## src/design/vwm_pkg.sv

```systemverilog
// package: indirect select codes, register field layout and reset values
package vwm_pkg;
  localparam logic [5:0] SEL_RANGE_ENABLE = 6'h05;
  localparam logic [5:0] SEL_DIAG = 6'h06;
  localparam logic [5:0] SEL_CAPTURE = 6'h07;
  localparam logic [5:0] SEL_WINDOW_BASE = 6'h20;
  localparam int NUM_WINDOWS = 32;
  // indirect access port layout
  localparam int PORT_SEL_LSB = 0;
  localparam int PORT_WRITE_BIT = 7;
  localparam int PORT_DATA_LSB = 14;
  localparam int PORT_DATA_W = 18;
  // range enable fields
  localparam int EXT_ENABLE_BIT = 26;
  localparam int STD_ENABLE_BIT = 25;
  localparam logic [31:0] RANGE_ENABLE_RESET = 32'h0000_0000;
  // diagnostic fields
  localparam int FORCE_DMA_READ_BIT = 17;
  localparam logic [31:0] DIAG_RESET = 32'h0000_0000;
  localparam logic [31:0] CAPTURE_RESET = 32'h0000_0000;
  // outbound window fields
  localparam int OFFSET_LSB = 20;
  localparam int ALEN_LSB = 18;
  localparam int DLEN_LSB = 16;
  localparam logic [15:0] WINDOW_RESET = 16'h0000;
  // error summary timeout status bit
  localparam int ERR_TIMEOUT_BIT = 23;
  // config reinit and bus error node reset bits
  localparam int CFG_REINIT_BIT = 22;
  localparam int BERR_NODE_RESET_BIT = 30;
  // address length codes
  localparam logic [1:0] ALEN_EXTENDED = 2'h0;
  localparam logic [1:0] ALEN_INVALID = 2'h1;
  localparam logic [1:0] ALEN_SHORT = 2'h2;
  localparam logic [1:0] ALEN_STANDARD = 2'h3;
  // data length codes
  localparam logic [1:0] DLEN_INVALID = 2'h0;
  localparam logic [1:0] DLEN_BYTE = 2'h1;
  localparam logic [1:0] DLEN_WORD = 2'h2;
  localparam logic [1:0] DLEN_LONG = 2'h3;
  // inbound address space kinds
  typedef enum logic [1:0] {
    VWM_SPACE_SHORT,
    VWM_SPACE_STANDARD,
    VWM_SPACE_EXTENDED,
    VWM_SPACE_NONE
  } vwm_space_e;
endpackage

```

## src/design/vwm_inbound_filter.sv

```systemverilog
// inbound vme decode: range enable check for vme-originated cycles
`timescale 1ns/100ps
module vwm_inbound_filter (
  // enables
  input wire logic ext_enable,
  input wire logic std_enable,
  // inbound cycle
  input wire logic [31:0] addr,
  input wire vwm_pkg::vwm_space_e space,
  input wire logic am_valid,
  // decision
  output logic accept
);
  // short space never claimed; unknown space never claimed
  always_comb begin
    accept = 1'b0;
    if (am_valid) begin
      case (space)
        vwm_pkg::VWM_SPACE_EXTENDED: accept = ext_enable && (addr[31:29] == 3'h0);
        vwm_pkg::VWM_SPACE_STANDARD: accept = std_enable && !addr[23];
        vwm_pkg::VWM_SPACE_SHORT: accept = 1'b0;
        default: accept = 1'b0;
      endcase
    end
  end
endmodule

```

## src/design/vwm_window_map_regs.sv

```systemverilog
// indirect mapping registers, inbound filter and outbound translation
// Function
// - extended enable accepts A31..A29 zero
// - extended enable clear refuses extended cycles
// - standard enable bit 25, accepts A23 zero
// - standard enable clear refuses standard cycles
// - range enable only via select 05
// - diagnostic register via select 06
// - force dma read bit self clears
// - capture data each cycle, freeze on timeout
// - unfreeze when timeout status cleared
// - capture register read-only, reset zero, select 07
// - 32 outbound windows at selects 20..3f
// - vme address is offset over low 20
// - address length field picks address space
// - never respond to short address cycles
// - read size from data length field
// - write size from internal bus mask
// - window bits 15:0 reserved read-only
// - bus error bit 30 write resets node
// - config bit 22 reinitialises vme machines
// - range enables ignore cpu outbound cycles
// - write in one access, read select first
// - reset returns every register to default
`timescale 1ns/100ps
module vwm_window_map_regs #(
  parameter int NUM_WIN = vwm_pkg::NUM_WINDOWS
) (
  // clock and reset
  input wire logic clk,
  input wire logic rst,
  // indirect access port (host side)
  input wire logic port_wr,
  input wire logic [31:0] port_wdata,
  input wire logic port_rd,
  output logic [31:0] port_rdata,
  // adapter-level init writes
  input wire logic berr_reg_wr,
  input wire logic [31:0] berr_reg_wdata,
  input wire logic cfg_reg_wr,
  input wire logic [31:0] cfg_reg_wdata,
  output logic node_reset,
  output logic vme_reinit,
  // error summary and timeout
  input wire logic [31:0] err_summary,
  input wire logic xfer_timeout,
  // vme data bus sample
  input wire logic [31:0] vme_data,
  // inbound vme cycle
  input wire logic in_valid,
  input wire logic [31:0] in_addr,
  input wire vwm_pkg::vwm_space_e in_space,
  input wire logic in_am_valid,
  output logic in_accept,
  output logic in_ignored,
  // outbound cpu cycle
  input wire logic out_valid,
  input wire logic out_write,
  input wire logic [4:0] out_win,
  input wire logic [19:0] out_addr,
  input wire logic [3:0] out_mask,
  output logic out_issue,
  output logic out_error,
  output logic [31:0] out_vme_addr,
  output logic [1:0] out_alen,
  output logic [2:0] out_size,
  // diagnostic strobe
  output logic force_dma_read
);
  ////////////////////////////////////////////////////////////////////
  logic [5:0] sel;
  logic sel_write;
  logic [31:0] range_enable;
  logic [31:0] diag_control;
  logic [31:0] capture;
  logic frozen;
  logic [15:0] win_hi [NUM_WIN];
  logic [17:0] wdata;
  logic write_hit;
  logic [31:0] sel_data;
  logic filt_accept;

  // written data rides in the top 18 bits of the port word
  assign wdata = port_wdata[vwm_pkg::PORT_DATA_LSB +: vwm_pkg::PORT_DATA_W];
  assign write_hit = port_wr && port_wdata[vwm_pkg::PORT_WRITE_BIT];

  function automatic logic is_window(input logic [5:0] s);
    is_window = (s >= vwm_pkg::SEL_WINDOW_BASE);
  endfunction

  ////////////////////////////////////////////////////////////////////
  // select latch: every port write updates the select and write flag
  always_ff @(posedge clk) begin
    if (rst) begin
      sel <= 6'h00;
      sel_write <= 1'b0;
    end else if (port_wr) begin
      sel <= port_wdata[vwm_pkg::PORT_SEL_LSB +: 6];
      sel_write <= port_wdata[vwm_pkg::PORT_WRITE_BIT];
    end
  end

  // range enable: only two bits are live, the rest must be zero
  always_ff @(posedge clk) begin
    if (rst) begin
      range_enable <= vwm_pkg::RANGE_ENABLE_RESET;
    end else if (write_hit && port_wdata[5:0] == vwm_pkg::SEL_RANGE_ENABLE) begin
      range_enable <= {wdata, 14'h0000};
    end
  end

  // diagnostic register; force dma read drops the cycle after set
  always_ff @(posedge clk) begin
    if (rst) begin
      diag_control <= vwm_pkg::DIAG_RESET;
    end else if (write_hit && port_wdata[5:0] == vwm_pkg::SEL_DIAG) begin
      diag_control <= {wdata, 14'h0000};
    end else begin
      diag_control[vwm_pkg::FORCE_DMA_READ_BIT] <= 1'b0;
    end
  end
  assign force_dma_read = diag_control[vwm_pkg::FORCE_DMA_READ_BIT];

  // timeout capture: freeze on timeout, hold until status bit clears
  always_ff @(posedge clk) begin
    if (rst) begin
      frozen <= 1'b0;
      capture <= vwm_pkg::CAPTURE_RESET;
    end else begin
      // a timeout in the clearing cycle keeps the lock
      if (xfer_timeout) begin
        frozen <= 1'b1;
      end else if (!err_summary[vwm_pkg::ERR_TIMEOUT_BIT]) begin
        frozen <= 1'b0;
      end
      if (!frozen && !xfer_timeout) begin
        capture <= vme_data;
      end
    end
  end

  // outbound window table; low 16 bits are not storage
  always_ff @(posedge clk) begin
    if (rst) begin
      for (int i = 0; i < NUM_WIN; i++) begin
        win_hi[i] <= vwm_pkg::WINDOW_RESET;
      end
    end else if (write_hit && is_window(port_wdata[5:0])) begin
      win_hi[port_wdata[4:0]] <= wdata[17:2];
    end
  end

  ////////////////////////////////////////////////////////////////////
  // read mux; unknown selects read zero
  always_comb begin
    sel_data = 32'h0000_0000;
    if (sel == vwm_pkg::SEL_RANGE_ENABLE) begin
      sel_data = range_enable;
    end else if (sel == vwm_pkg::SEL_DIAG) begin
      sel_data = diag_control;
    end else if (sel == vwm_pkg::SEL_CAPTURE) begin
      sel_data = capture;
    end else if (is_window(sel)) begin
      sel_data = {win_hi[sel[4:0]], 16'h0000};
    end
  end

  // read data registered; with write flag set low bits show the port
  always_ff @(posedge clk) begin
    if (rst) begin
      port_rdata <= 32'h0000_0000;
    end else if (port_rd) begin
      if (sel_write) begin
        port_rdata <= {sel_data[31:14], 6'h00, sel_write, 1'b0, sel};
      end else begin
        port_rdata <= sel_data;
      end
    end
  end

  ////////////////////////////////////////////////////////////////////
  // init strobes: one-cycle pulses on the qualifying writes
  always_ff @(posedge clk) begin
    if (rst) begin
      node_reset <= 1'b0;
      vme_reinit <= 1'b0;
    end else begin
      node_reset <= berr_reg_wr && berr_reg_wdata[vwm_pkg::BERR_NODE_RESET_BIT];
      vme_reinit <= cfg_reg_wr && cfg_reg_wdata[vwm_pkg::CFG_REINIT_BIT];
    end
  end
  // system power-up emulation is driven from outside; rst covers it

  ////////////////////////////////////////////////////////////////////
  // inbound: enables reach only the vme-originated path
  vwm_inbound_filter u_filter (
    .ext_enable(range_enable[vwm_pkg::EXT_ENABLE_BIT]),
    .std_enable(range_enable[vwm_pkg::STD_ENABLE_BIT]),
    .addr(in_addr),
    .space(in_space),
    .am_valid(in_am_valid),
    .accept(filt_accept)
  );

  // refused cycles are only flagged, no ack and no bus error
  always_ff @(posedge clk) begin
    if (rst) begin
      in_accept <= 1'b0;
      in_ignored <= 1'b0;
    end else begin
      in_accept <= in_valid && filt_accept;
      in_ignored <= in_valid && !filt_accept;
    end
  end

  ////////////////////////////////////////////////////////////////////
  // outbound translation; range enables play no part here
  logic [15:0] w_sel;
  logic [1:0] w_alen;
  logic [1:0] w_dlen;
  logic bad_len;
  logic [2:0] next_size;
  assign w_sel = win_hi[out_win];
  assign w_alen = w_sel[vwm_pkg::ALEN_LSB - 16 +: 2];
  assign w_dlen = w_sel[vwm_pkg::DLEN_LSB - 16 +: 2];

  function automatic logic [2:0] mask_size(input logic [3:0] m);
    mask_size = 3'(m[0]) + 3'(m[1]) + 3'(m[2]) + 3'(m[3]);
  endfunction

  // size: reads from length field, writes from the byte mask
  always_comb begin
    next_size = 3'h0;
    bad_len = (w_alen == vwm_pkg::ALEN_INVALID);
    if (out_write) begin
      next_size = mask_size(out_mask);
      bad_len = bad_len || (out_mask == 4'h0);
    end else begin
      case (w_dlen)
        vwm_pkg::DLEN_BYTE: next_size = 3'h1;
        vwm_pkg::DLEN_WORD: next_size = 3'h2;
        vwm_pkg::DLEN_LONG: next_size = 3'h4;
        default: bad_len = 1'b1;
      endcase
    end
  end

  // registered outbound request toward the vme master engine
  always_ff @(posedge clk) begin
    if (rst) begin
      out_issue <= 1'b0;
      out_error <= 1'b0;
      out_vme_addr <= 32'h0000_0000;
      out_alen <= vwm_pkg::ALEN_EXTENDED;
      out_size <= 3'h0;
    end else begin
      out_issue <= out_valid && !bad_len;
      out_error <= out_valid && bad_len;
      if (out_valid) begin
        out_vme_addr <= {w_sel[15:4], out_addr};
        out_alen <= w_alen;
        out_size <= next_size;
      end
    end
  end

  ////////////////////////////////////////////////////////////////////
  // strobe self clear and capture lock
  a_dma_selfclr: assert property (@(posedge clk) disable iff (rst)
    force_dma_read |=> !force_dma_read) else $error("force dma read held");
  a_cap_frozen: assert property (@(posedge clk) disable iff (rst)
    (frozen && err_summary[vwm_pkg::ERR_TIMEOUT_BIT]) |=> $stable(capture))
    else $error("capture moved while frozen");
  a_cap_follow: assert property (@(posedge clk) disable iff (rst)
    (!frozen && !xfer_timeout) |=> capture == $past(vme_data))
    else $error("capture not following data");
  a_unfreeze: assert property (@(posedge clk) disable iff (rst)
    (!xfer_timeout && !err_summary[vwm_pkg::ERR_TIMEOUT_BIT]) |=> !frozen)
    else $error("lock not released");
  // reset values; capture moves on at once, so only here is its zero seen
  a_cap_reset: assert property (@(posedge clk)
    rst |=> (capture == vwm_pkg::CAPTURE_RESET))
    else $error("capture not cleared by reset");
  a_reg_reset: assert property (@(posedge clk)
    rst |=> (range_enable == vwm_pkg::RANGE_ENABLE_RESET
             && diag_control == vwm_pkg::DIAG_RESET && sel == 6'h00))
    else $error("register not cleared by reset");
  // inbound decisions
  a_ext_accept: assert property (@(posedge clk) disable iff (rst)
    (in_valid && in_am_valid && in_space == vwm_pkg::VWM_SPACE_EXTENDED
     && range_enable[vwm_pkg::EXT_ENABLE_BIT] && in_addr[31:29] == 3'h0) |=> in_accept)
    else $error("extended cycle not accepted");
  a_ext_refuse: assert property (@(posedge clk) disable iff (rst)
    (in_valid && in_space == vwm_pkg::VWM_SPACE_EXTENDED
     && !range_enable[vwm_pkg::EXT_ENABLE_BIT]) |=> !in_accept)
    else $error("extended accepted while off");
  a_std_accept: assert property (@(posedge clk) disable iff (rst)
    (in_valid && in_am_valid && in_space == vwm_pkg::VWM_SPACE_STANDARD
     && range_enable[vwm_pkg::STD_ENABLE_BIT] && !in_addr[23]) |=> in_accept)
    else $error("standard cycle not accepted");
  a_std_refuse: assert property (@(posedge clk) disable iff (rst)
    (in_valid && in_space == vwm_pkg::VWM_SPACE_STANDARD
     && !range_enable[vwm_pkg::STD_ENABLE_BIT]) |=> !in_accept)
    else $error("standard accepted while off");
  a_short_never: assert property (@(posedge clk) disable iff (rst)
    (in_valid && in_space == vwm_pkg::VWM_SPACE_SHORT) |=> (in_ignored && !in_accept))
    else $error("short cycle claimed");
  a_am_refuse: assert property (@(posedge clk) disable iff (rst)
    (in_valid && !in_am_valid) |=> (in_ignored && !in_accept))
    else $error("bad modifier cycle claimed");
  // register writes and read port
  a_enable_write: assert property (@(posedge clk) disable iff (rst)
    (write_hit && port_wdata[5:0] == vwm_pkg::SEL_RANGE_ENABLE)
    |=> (range_enable == {$past(wdata), 14'h0000}))
    else $error("range enable write lost");
  a_diag_write: assert property (@(posedge clk) disable iff (rst)
    (write_hit && port_wdata[5:0] == vwm_pkg::SEL_DIAG)
    |=> (diag_control[31:18] == $past(wdata[17:4])))
    else $error("diagnostic write lost");
  a_win_low: assert property (@(posedge clk) disable iff (rst)
    (port_rd && !sel_write && is_window(sel)) |=> (port_rdata[15:0] == 16'h0000))
    else $error("window low bits not zero");
  a_port_echo: assert property (@(posedge clk) disable iff (rst)
    (port_rd && sel_write) |=> (port_rdata[7:0] == {2'b10, $past(sel)}))
    else $error("port echo wrong");
  // outbound translation
  a_out_addr: assert property (@(posedge clk) disable iff (rst)
    out_valid |=> out_vme_addr[19:0] == $past(out_addr))
    else $error("low address not passed");
  a_offset_pass: assert property (@(posedge clk) disable iff (rst)
    out_valid |=> (out_vme_addr[31:20] == $past(w_sel[15:4])))
    else $error("offset not placed");
  a_alen_pass: assert property (@(posedge clk) disable iff (rst)
    (out_valid && !bad_len) |=> (out_alen == $past(w_alen)))
    else $error("address length not passed");
  a_out_err: assert property (@(posedge clk) disable iff (rst)
    (out_valid && w_alen == vwm_pkg::ALEN_INVALID) |=> (out_error && !out_issue))
    else $error("invalid length issued");
  a_read_size: assert property (@(posedge clk) disable iff (rst)
    (out_valid && !out_write && w_dlen == vwm_pkg::DLEN_LONG
     && w_alen != vwm_pkg::ALEN_INVALID) |=> (out_issue && out_size == 3'h4))
    else $error("read size wrong");
  a_write_size: assert property (@(posedge clk) disable iff (rst)
    (out_valid && out_write && out_mask == 4'hf
     && w_alen != vwm_pkg::ALEN_INVALID) |=> (out_issue && out_size == 3'h4))
    else $error("write size wrong");
  // init strobes
  a_node_rst: assert property (@(posedge clk) disable iff (rst)
    (berr_reg_wr && berr_reg_wdata[vwm_pkg::BERR_NODE_RESET_BIT]) |=> node_reset)
    else $error("node reset missing");
  a_reinit_pulse: assert property (@(posedge clk) disable iff (rst)
    (cfg_reg_wr && cfg_reg_wdata[vwm_pkg::CFG_REINIT_BIT]) |=> vme_reinit)
    else $error("reinit pulse missing");
endmodule

```

## config.mk

```make
export PLATFORM = sky130hd
export DESIGN_NAME = vwm_window_map_regs
export DESIGN_NICKNAME = d
export VERILOG_FILES = /design/src/design/vwm_pkg.sv /design/src/design/vwm_inbound_filter.sv /design/src/design/vwm_window_map_regs.sv
export SDC_FILE = /design/constraint.sdc
export NUM_CORES = 1
export LEC_CHECK = 0
export BUFFER_PORTS_ARGS = -buffer_cell sky130_fd_sc_hd__buf_2
export CAP_MARGIN = 20
export CORE_MARGIN = 2
export CORE_UTILIZATION = 30
export DETAILED_ROUTE_END_ITERATION = 8
export PLACE_DENSITY = 0.51
export SLEW_MARGIN = 0
export SYNTH_ARGS = -nofsm -noshare
export SYNTH_HDL_FRONTEND = slang
export SYNTH_SLANG_ARGS = --single-unit
```

## constraint.sdc

```tcl
create_clock -name clk -period 3.3 [get_ports clk]
set_input_delay 0.66 -clock clk [delete_from_list [all_inputs] [get_ports clk]]
set_output_delay 0.66 -clock clk [all_outputs]
set_load 0.01 [all_outputs]
```

==> qor.txt, run 1 <==
status: finished clean
Via Count: 22631
most frequent cells in the layout: 517 x and2_1, 512 x edfxtp_1, 215 x mux4_2, 177 x buf_2, 159 x mux2i_1
Comb power frac: 12.1%
clk_lat worst skew: 0.63 ns
die area: 115700 sq um
warnings from Yosys: 0
post-synthesis sequential area ratio: 54.57%
layout cells sized above 1: 26.36%
clock group share of total power: 40.5%
Net Count, Synth: 2787
routing usage on met2: 30.48%
final setup vio count: 0
Multi-input gate area: 14250 sq um
Place WS: 0.3917 ns
Chip Width: 340.1 um
row cnt: 123
Post-Synthesis Cell Area: 33900 sq um
H-tree levels: 3
Post-synth top flop: edfxtp_1
Crit path largest cell delay: 0.58 ns
synth unique cells: 60
Routed WL: 114100 um
Startpoint Class: register
Fillers: 10905
global routing's busiest layer: met2
Worst EP required: 3.77 ns
GR Util met1: 27.36%
area grow syn2layout: 16.30%
Worst EP arrival: 3.27 ns
Reg clk slew, reported paths: 0.06 ns
Slew @ Worst Pin: 0.9232 ns
Nets: 2963
top cells by area, synth: edfxtp_1 45%, mux4_2 14%, and2_1 9.5%
sequential share of power: 47.4%
Clock Tree Root: clkbuf_16
Max Clock Freq: 357.2 MHz
initial DRC count: 2309
Final period util: 84.84%
PnR Total Power: 20.43 mW
Routed WL per cell: 26.67 um
Final Hold Viols: 0
GRT Total Usage: 19.43%
Synth top area share: 45.36%
Max Cap Viol: 0
EDFF count, synth: 512
pwr dens: 518.3 nW/um^2
internal power: 15.28 mW
sw power: 5.149 mW
met3 Use GR: 3.485%
Final Wtd Congestion: 0.8629
Final Util: 35.09%
drt drc: 0
vias in the first global route: 22650
IO buf count: 181
CTS Buf Count: 78
CP cell instances: buf_12, mux4_2, mux2_2, a221o_1, a2bb2oi_1, o22ai_1
Detailed Routing Iterations Pass 1: 5
CP Max Fanout: 19
min Tclk post-route: 2.800 ns
syn avg cell area: 13.31 sq um
clk sink count: 668
skew final: 0.03051 ns
HPWL Detailed: 78210 um
Top Ports: 310
TNS Setup: 0 ns
switching share of power: 25.20%
Async SR Flop Fraction: 0%
post-cts resize count: 0
Peak VDD IR: 350.2 uV
element type at the critical path end: register
# hold bufs at CTS: 0
slowest stage cell on the critical path: dfxtp_4
Syn Inst Count: 2547
RSZ-0062 raised after global routing: false
core area: 112300 sq um
post-synth top area cell: edfxtp_1
TritonCTS clock tree: done
most common cell after layout, fill and taps aside: and2_1
die height: 340.1 um
clock buffer depth: 3
FF/Latch Area: 18510 sq um
first-pass GRT wire length: 164700 um
synthesized flop and latch total: 668
Hold WC Path Type: input port to register
Routed Antenna Nets: 0
setup repair bufs after CTS: 0
largest net degree at the start of global routing: 123
Max Slew Vio Count: 0
WS Path Type: register to register
GR Overflow Total: 0
initial cell density of the core: 30.17%
Slew headroom: 37.80%
Hold Startpoint: cfg_reg_wdata[22]
initial antenna violation count: 11
Vias/cell: 5.290
final setup margin: 0.5002 ns
Leakage: 13.94 nW
[layer usage]
layer / vias to the layer above / wire length (um)
met5: - / 82
met4: 14 / 3228
met3: 161 / 9695
met2: 962 / 52090
met1: 11629 / 48990
li1: 9865 / -
[synth_stat cells, drive strengths merged (2+ instances only)]
cell type  number
a211oi         21
a21boi          9
a21oi          92
a221o          16
a221oi          2
a22oi          25
a2bb2oi         7
a31oi          19
and2          517
and3            8
buf            73
clkbuf        166
dfxtp         156
edfxtp        512
ha              5
inv            14
mux2           55
mux2i         160
mux4          226
nand2         139
nand2b          5
nand3          28
nand3b          4
nor2          126
nor2b          31
nor3            4
nor3b           4
o2111ai         7
o211ai          7
o21ai          52
o221ai         11
o22ai          32
or3b            2
[state kept, by name, summed over array words and instances, names as in the netlist, named ones only]
name,cells
capture,32
diag_control,18
frozen,1
in_accept,1
in_ignored,1
node_reset,1
out_alen,2
out_error,1
out_issue,1
out_size,3
out_vme_addr,32
port_rdata,32
range_enable,18
sel,6
sel_write,1
vme_reinit,1
win_hi,512
[logic make-up (layout without fill, tap and decap cells)]
kind of cell	Yosys count	in the layout	share of synthesized area, %
and+or+nand+nor	875	875	14.22
DFF	668	668	54.57
muxes	441	441	21.73
AOI/OAI and AO/OA	304	304	5.762
buffers and inverters	253	483	3.470
adders and majority gates	6	6	0.2436
other	0	1	0
[final cells by class]
cell class	count	area share, %
Sequential cell	668	46.95
Multi-Input combinational cell	1626	36.14
Timing Repair Buffer	335	5.973
Clock buffer	112	5.554
Tap cell	1500	4.761
Clock inverter	22	0.4824
Inverter	14	0.1333
Antenna cell	1	0.006348
[path summary, 6_finish.rpt]
check	to	slack, ns	cells past startpoint
worst max register to register	port_rdata[26]$_SDFFE_PP0P_	0.50	6
worst max-delay path	port_rdata[26]$_SDFFE_PP0P_	0.50	6
worst min register to register	capture[13]$_SDFFE_PP0P_	0.46	2
worst min-delay path	vme_reinit$_SDFF_PP0_	0.28	2
[stage by stage]
stage          hold slack (ns)  cells  instance area [sq um]
2_1_floorplan           0.4332   2547                  33900
3_3_place_gp            0.4421   4143                  37040
3_5_place_dp            0.4485   4143                  37040
4_1_cts                 0.2484   4277                  39420
5_1_grt                 0.2732   4277                  39420
6_report                0.2774   4278                  39420
[power by group through the flow]
stage,clock network (mW),logic (mW),registers (mW)
floorplan,0,1.42,9.78
CTS,8.42,2.49,9.68
global placement,0,2.46,9.82
finish,8.26,2.48,9.69
global route,8.72,2.60,9.73
detailed placement,0,2.48,9.86
[critical path: cells and delay by family (launching register included)]
kind / cells / cell delay (ns)
AOI/OAI and AO/OA: 3 / 0.92
buffers and inverters: 1 / 0.26
DFF: 1 / 0.58
muxes: 2 / 0.84
Note: power is estimated with default switching activity, not from simulation.
==> run 2, diff against run 1 <==
- clock period: 3.3 -> 2.54 ns (I/O delays scaled with it)
==> run 2 against run 1 <==
Net effect: the flow now finishes with violations (negative setup slack); count of clock-buffer cells in the layout is 16 lower; total power rose by 32%; critical endpoint unchanged; combinational power up 46%.
==> qor.txt, run 2 (same netlist as run 1, synthesis figures left out) <==
Worst EP arrival: 3.06 ns (was 3.27 ns)
Slew headroom: 35.46% (was 37.80%)
worst hold path depth: 2 (unchanged)
largest net degree at the start of global routing: 147 (was 123)
hold path endpoint: node_reset$_SDFF_PP0_ (was vme_reinit$_SDFF_PP0_)
die area: 115700 sq um (unchanged)
Leakage: 14.80 nW (was 13.94 nW)
most common cell after layout, fill and taps aside: and2_1 (unchanged)
Biggest register: win_hi (unchanged)
failing checks: negative setup slack
drt drc: 0 (unchanged)
Top Ports: 310 (unchanged)
area grow syn2layout: 20.78% (was 16.30%)
most frequent cells in the layout: 517 x and2_1, 512 x edfxtp_1, 258 x buf_4, 215 x mux4_2, 177 x buf_2 (was 517 x and2_1, 512 x edfxtp_1, 215 x mux4_2, 177 x buf_2, 159 x mux2i_1)
Final Hold Viols: 0 (unchanged)
Final Util: 36.44% (was 35.09%)
Routed WL per cell: 27.33 um (was 26.67 um)
die height: 340.1 um (unchanged)
Reg clk slew, reported paths: 0.07 ns (was 0.06 ns)
Final period util: 100.2% (was 84.84%)
Worst EP required: 3.05 ns (was 3.77 ns)
FF/Latch Area: 18510 sq um (unchanged)
final setup margin: -0.004988 ns (was 0.5002 ns)
Place WS: -0.2131 ns (was 0.3917 ns)
# hold bufs at CTS: 0 (unchanged)
layout cells sized above 1: 30.87% (was 26.36%)
Peak VDD IR: 514.6 uV (was 350.2 uV)
GR Overflow Total: 0 (unchanged)
Slew @ Worst Pin: 0.9580 ns (was 0.9232 ns)
status: finished with violations (was finished clean)
clock buffer depth: 3 (unchanged)
Routed Antenna Nets: 0 (unchanged)
Via Count: 23568 (was 22631)
first-pass GRT wire length: 171900 um (was 164700 um)
max FFs per register: 512 (unchanged)
R2R Setup Slk: -0.005 ns (was 0.50 ns)
Detailed Routing Iterations Pass 1: 5 (unchanged)
Chip Width: 340.1 um (unchanged)
IO buf count: 181 (unchanged)
initial DRC count: 2339 (was 2309)
Max Cap Viol: 0 (unchanged)
Vias/cell: 5.312 (was 5.290)
initial cell density of the core: 30.17% (unchanged)
TNS Setup: -0.004988 ns (was 0 ns)
element type at the critical path end: register (unchanged)
Max Clock Freq: 392.9 MHz (was 357.2 MHz)
worst r2r path cells: 10 (was 6)
H-tree levels: 3 (unchanged)
Nets: 3109 (was 2963)
TritonCTS clock tree: done (unchanged)
skew final: 0.02865 ns (was 0.03051 ns)
vias in the first global route: 23656 (was 22650)
CTS Buf Count: 73 (was 78)
CP Max Fanout: 4 (was 19)
WS Path Type: register to register (unchanged)
Multi-input gate area: 14350 sq um (was 14250 sq um)
Hold Startpoint: berr_reg_wdata[30] (was cfg_reg_wdata[22])
Hold WC Path Type: input port to register (unchanged)
GRT Total Usage: 20.67% (was 19.43%)
HPWL Detailed: 86580 um (was 78210 um)
core area: 112300 sq um (unchanged)
Max Slew Vio Count: 0 (unchanged)
initial antenna violation count: 13 (was 11)
Routed WL: 121300 um (was 114100 um)
Fillers: 10816 (was 10905)
clk_lat worst skew: 0.66 ns (was 0.63 ns)
RSZ-0062 raised after global routing: true (was false)
min Tclk post-route: 2.545 ns (was 2.800 ns)
Final Wtd Congestion: 0.9045 (was 0.8629)
clk sink count: 668 (unchanged)
Startpoint Class: register (unchanged)
pwr dens: 657.2 nW/um^2 (was 518.3 nW/um^2)
final setup vio count: 1 (was 0)
RR Endpoint: port_rdata[26]$_SDFFE_PP0P_ (unchanged)
Clock Tree Root: clkbuf_16 (unchanged)
row cnt: 123 (unchanged)
[run 2: cell types whose count changed in the layout (fill, tap and decap cells not counted), moves of 5 or more]
cell | before | now
clkinv_1 | 6 | 14
buf_6 | 2 | 8
a22oi_1 | 24 | 18
clkbuf_16 | 80 | 75
buf_4 | 134 | 258
o21ai_1 | 26 | 20
diode_2 | 1 | 9
buf_12 | 22 | 41
clkbuf_1 | 24 | 15
a22oi_2 | 1 | 7
o21ai_2 | 6 | 14
[run 2: area by class of cell]
| type | instances | area share (%) |
|---|---|---|
| Inverter | 14 | 0.1284 |
| Clock buffer | 96 | 4.924 |
| Multi-Input combinational cell | 1626 | 35.04 |
| Timing Repair Buffer | 486 | 9.224 |
| Clock inverter | 38 | 0.8374 |
| Sequential cell | 668 | 45.21 |
| Antenna cell | 9 | 0.05501 |
| Tap cell | 1500 | 4.584 |
[run 2: where the power goes]
part / internal [mW] / total (mW) / switching (mW)
Combinational: 1.57 / 3.63 / 2.06
Clock: 6.12 / 10.7 / 4.57
Sequential: 12.3 / 12.6 / 0.317
Total: 20.0 / 26.9 / 6.95
[run 2: worst max path at each step]
stage | startpoint | to | slack (ns) | cells past startpoint
2_1_floorplan | port_wr | win_hi[1][0]$_SDFFCE_PN0P_ | -0.15 | 6
3_3_place_gp | port_wr | win_hi[31][5]$_SDFFCE_PN0P_ | -0.18 | 7
3_5_place_dp | out_win[0] | out_issue$_SDFF_PP0_ | -0.21 | 11
4_1_cts | register | port_rdata[26]$_SDFFE_PP0P_ | 0.00006 | 10
5_1_grt | register | port_rdata[26]$_SDFFE_PP0P_ | -0.06 | 10
6_report | register | port_rdata[26]$_SDFFE_PP0P_ | -0.005 | 10
[run 2: what timing repair did]
action | 4_1_cts | 5_1_grt
buffers inserted | 5 | 3
pin swaps | 3 | 8
resized for setup | 11 | 17
endpoints found under the setup margin | 15 | 13
gates cloned | 1 | 0
[run 2: metal layers]
metal	routed length (um)	part of all wire [%]	global-route usage, %
met4	4650	3.8	7.287
met1	49790	41	27.49
met5	67	0.055	0
met3	10210	8.4	4.379
met2	56570	47	33.38
[run 2: metrics by stage]
stage	cell area, sq um	cells	power, mW	hold slack, ns
finish	40940	4437	26.91	0.07902
global route	40920	4428	27.62	0.08036
detailed placement	38340	4285	16.37	0.4464
CTS	40860	4425	27.04	0.06338
global placement	38320	4283	16.31	0.4416
floorplan	33920	2547	14.55	0.4332
[run 2: critical path: stages (launching register included)]
cell       delay (ns)
dfxtp_4          0.37
buf_12           0.14
buf_12           0.12
buf_12           0.10
mux4_2           0.56
mux2_4           0.29
a22oi_2          0.14
buf_4            0.15
o2111ai_2        0.09
o211ai_1         0.27
o22ai_1          0.15
==> run 3, diff against run 2 <==
- ABC_AREA: unset -> 1
==> run 3 against run 2 <==
Net effect: the flow now finishes without violations; sequential power hardly changed; critical path depth grew 1; routed wire length increased by 9.0%; synthesized cell count up 66%; critical endpoint is now port_rdata[25]$_SDFFE_PP0P_.
==> qor.txt, run 3 <==
initial cell density of the core: 30.11% (was 30.17%)
Comb power frac: 13.2% (was 13.5%)
GR Overflow Total: 0 (unchanged)
Detailed Routing Iterations Pass 1: 6 (was 5)
die area: 115200 sq um (was 115700 sq um)
IO buf count: 181 (unchanged)
Biggest register: win_hi (unchanged)
R2R Setup Slk: 0.1 ns (was -0.005 ns)
Max Clock Freq: 409.7 MHz (was 392.9 MHz)
Routed WL per cell: 22.10 um (was 27.33 um)
Slew headroom: 35.30% (was 35.46%)
initial DRC count: 3592 (was 2339)
Routed Antenna Nets: 0 (unchanged)
Leakage: 16.55 nW (was 14.80 nW)
routing usage on met2: 35.21% (was 33.38%)
WS Path Type: register to register (unchanged)
Peak VDD IR: 441.6 uV (was 514.6 uV)
syn avg cell area: 7.993 sq um (was 13.31 sq um)
Nets: 4656 (was 3109)
RSZ-0062 raised after global routing: false (was true)
most frequent cells in the layout: 1160 x nand2_1, 877 x nor2_1, 512 x edfxtp_1, 436 x nand3_1, 338 x o21ai_0 (was 517 x and2_1, 512 x edfxtp_1, 258 x buf_4, 215 x mux4_2, 177 x buf_2)
Via Count: 31349 (was 23568)
Post-Synthesis Cell Area: 33740 sq um (was 33900 sq um)
synth unique cells: 33 (was 60)
most frequent cell after synthesis: nand2_1 (was and2_1)
Routed WL: 132200 um (was 121300 um)
Startpoint Class: register (unchanged)
post-synth top area cell: edfxtp_1 (unchanged)
HPWL Detailed: 86810 um (was 86580 um)
Hold WC Path Type: input port to register (unchanged)
post-cts resize count: 0 (was 11)
PnR Total Power: 28.56 mW (was 26.91 mW)
Chip Width: 339.4 um (was 340.1 um)
final setup vio count: 0 (was 1)
internal power: 20.87 mW (was 19.96 mW)
first-pass GRT wire length: 193000 um (was 171900 um)
Max Cap Viol: 0 (unchanged)
Final period util: 96.10% (was 100.2%)
Synth top cells by count: 1160 x nand2_1, 878 x nor2_1, 512 x edfxtp_1, 437 x nand3_1, 338 x o21ai_0 (was 517 x and2_1, 512 x edfxtp_1, 215 x mux4_2, 164 x clkbuf_1, 159 x mux2i_1)
sw power: 7.689 mW (was 6.946 mW)
Worst EP arrival: 2.94 ns (was 3.06 ns)
Final Hold Viols: 0 (unchanged)
Reg clk slew, reported paths: 0.06 ns (was 0.07 ns)
element type at the critical path end: register (unchanged)
TNS Setup: 0 ns (was -0.004988 ns)
CP Max Fanout: 14 (was 4)
clock buffer depth: 3 (unchanged)
synthesized flop and latch total: 668 (unchanged)
Place WS: 0.07374 ns (was -0.2131 ns)
layout cells sized above 1: 13.82% (was 30.87%)
setup repair bufs after CTS: 0 (was 5)
status: finished clean (was finished with violations)
clock group share of total power: 42.7% (was 39.7%)
die height: 339.4 um (was 340.1 um)
clk_lat worst skew: 0.65 ns (was 0.66 ns)
GRT Total Usage: 22.32% (was 20.67%)
top cells by area, synth: edfxtp_1 46%, nand2_1 13%, nor2_1 9.8% (was edfxtp_1 45%, mux4_2 14%, and2_1 9.5%)
CTS Buf Count: 78 (was 73)
most common cell after layout, fill and taps aside: nand2_1 (was and2_1)
Worst EP required: 3.04 ns (was 3.05 ns)
clk sink count: 668 (unchanged)
row cnt: 123 (unchanged)
sequential share of power: 44.1% (was 46.8%)
Async SR Flop Fraction: 0% (unchanged)
Top Ports: 310 (unchanged)
vias in the first global route: 29031 (was 23656)
Slew @ Worst Pin: 0.9646 ns (was 0.9580 ns)
pwr dens: 701.5 nW/um^2 (was 657.2 nW/um^2)
Synth top area share: 45.57% (was 45.36%)
skew final: 0.03606 ns (was 0.02865 ns)
switching share of power: 26.92% (was 25.82%)
Post-synth top flop: edfxtp_1 (unchanged)
area grow syn2layout: 20.67% (was 20.78%)
Syn Inst Count: 4221 (was 2547)
EDFF count, synth: 512 (unchanged)
# hold bufs at CTS: 0 (unchanged)
max FFs per register: 512 (unchanged)
H-tree levels: 3 (unchanged)
final setup margin: 0.09911 ns (was -0.004988 ns)
core area: 112000 sq um (was 112300 sq um)
initial antenna violation count: 6 (was 13)
post-synthesis sequential area ratio: 54.83% (was 54.57%)
met3 Use GR: 4.592% (was 4.379%)
Final Wtd Congestion: 0.9085 (was 0.9045)
TritonCTS clock tree: done (unchanged)
Clock Tree Root: clkbuf_16 (unchanged)
global routing's busiest layer: met2 (unchanged)
drt drc: 0 (unchanged)
Vias/cell: 5.239 (was 5.312)
Net Count, Synth: 4461 (was 2787)
Max Slew Vio Count: 0 (unchanged)
min Tclk post-route: 2.441 ns (was 2.545 ns)
warnings from Yosys: 0 (unchanged)
largest net degree at the start of global routing: 151 (was 147)
GR Util met1: 30.18% (was 27.49%)
## run 3: cell count changes in the layout (fill, tap and decap cells not counted), sizes merged, moves of 49 or more
cell,change
nand2,+1029
nor2,+754
and2,-516
nand3,+409
o21ai,+318
mux4,-226
mux2i,-160
o22ai,+64
mux2,-55
a21oi,+49
## run 3: worst paths after layout
check	from	end	depth (start not counted)
worst max register to register	register	port_rdata[25]$_SDFFE_PP0P_	11
worst min register to register	port_rdata[27]$_SDFFE_PP0P_	port_rdata[27]$_SDFFE_PP0P_	2
worst min-delay path	out_addr[3]	out_vme_addr[3]$_SDFFE_PP0P_	3
worst max-delay path	register	port_rdata[25]$_SDFFE_PP0P_	11
## run 3: critical path, cell delays in order, from the launching register on
cell and delay (ns):
dfxtp_4 0.54, buf_4 0.32, buf_4 0.22, nand3_1 0.09, nand2_1 0.07, nand2_1 0.05, nand3_1 0.15, nand3_1 0.28
nand3_1 0.28, nand4_1 0.10, nand2_1 0.10, a21oi_1 0.07
## run 3: cell type report
| class | count | area, sq um |
|---|---|---|
| fill | 11651 | 71330 |
| antenna | 4 | 10.01 |
| clock buffer | 98 | 2216 |
| inverter | 57 | 236.5 |
| tap | 1500 | 1877 |
| multi-input combinational | 3150 | 13560 |
| clock inverter | 46 | 556.8 |
| sequential | 668 | 18510 |
| timing repair buffer | 461 | 3752 |
## run 3: power groups by stage
stage | combinational, mW | clock, mW | sequential, mW
finish | 3.77 | 12.2 | 12.6
global route | 4.05 | 12.8 | 12.7
CTS | 3.72 | 12.4 | 12.6
detailed placement | 3.71 | 0 | 12.8
global placement | 3.69 | 0 | 12.8
floorplan | 1.96 | 0 | 12.7
## run 3: through the flow
step	util, %	std cells	area [sq um]	hold slack [ns]
final	36.34	5984	40710	0.07795
after detailed placement	33.85	5837	37920	0.4505
after CTS	36.32	5981	40700	0.04075
after floorplan	-	4221	33740	0.4351
after global placement	33.85	5837	37920	0.4485
after global routing	36.33	5982	40710	0.06322
## run 3: logic make-up after synthesis
logic type      Yosys count  synth area share, %
fa+ha+maj                 6               0.2448
compound gates          622                9.694
flops                   668                54.83
buf+inv                 403                5.032
simple gates           2522                30.20
## run 3: metal layers
metal  vias up  wire (um)
li1      14543          -
met1     15108      54870
met2      1464      60520
met3       232      12150
met4         2       4675
met5         -         13
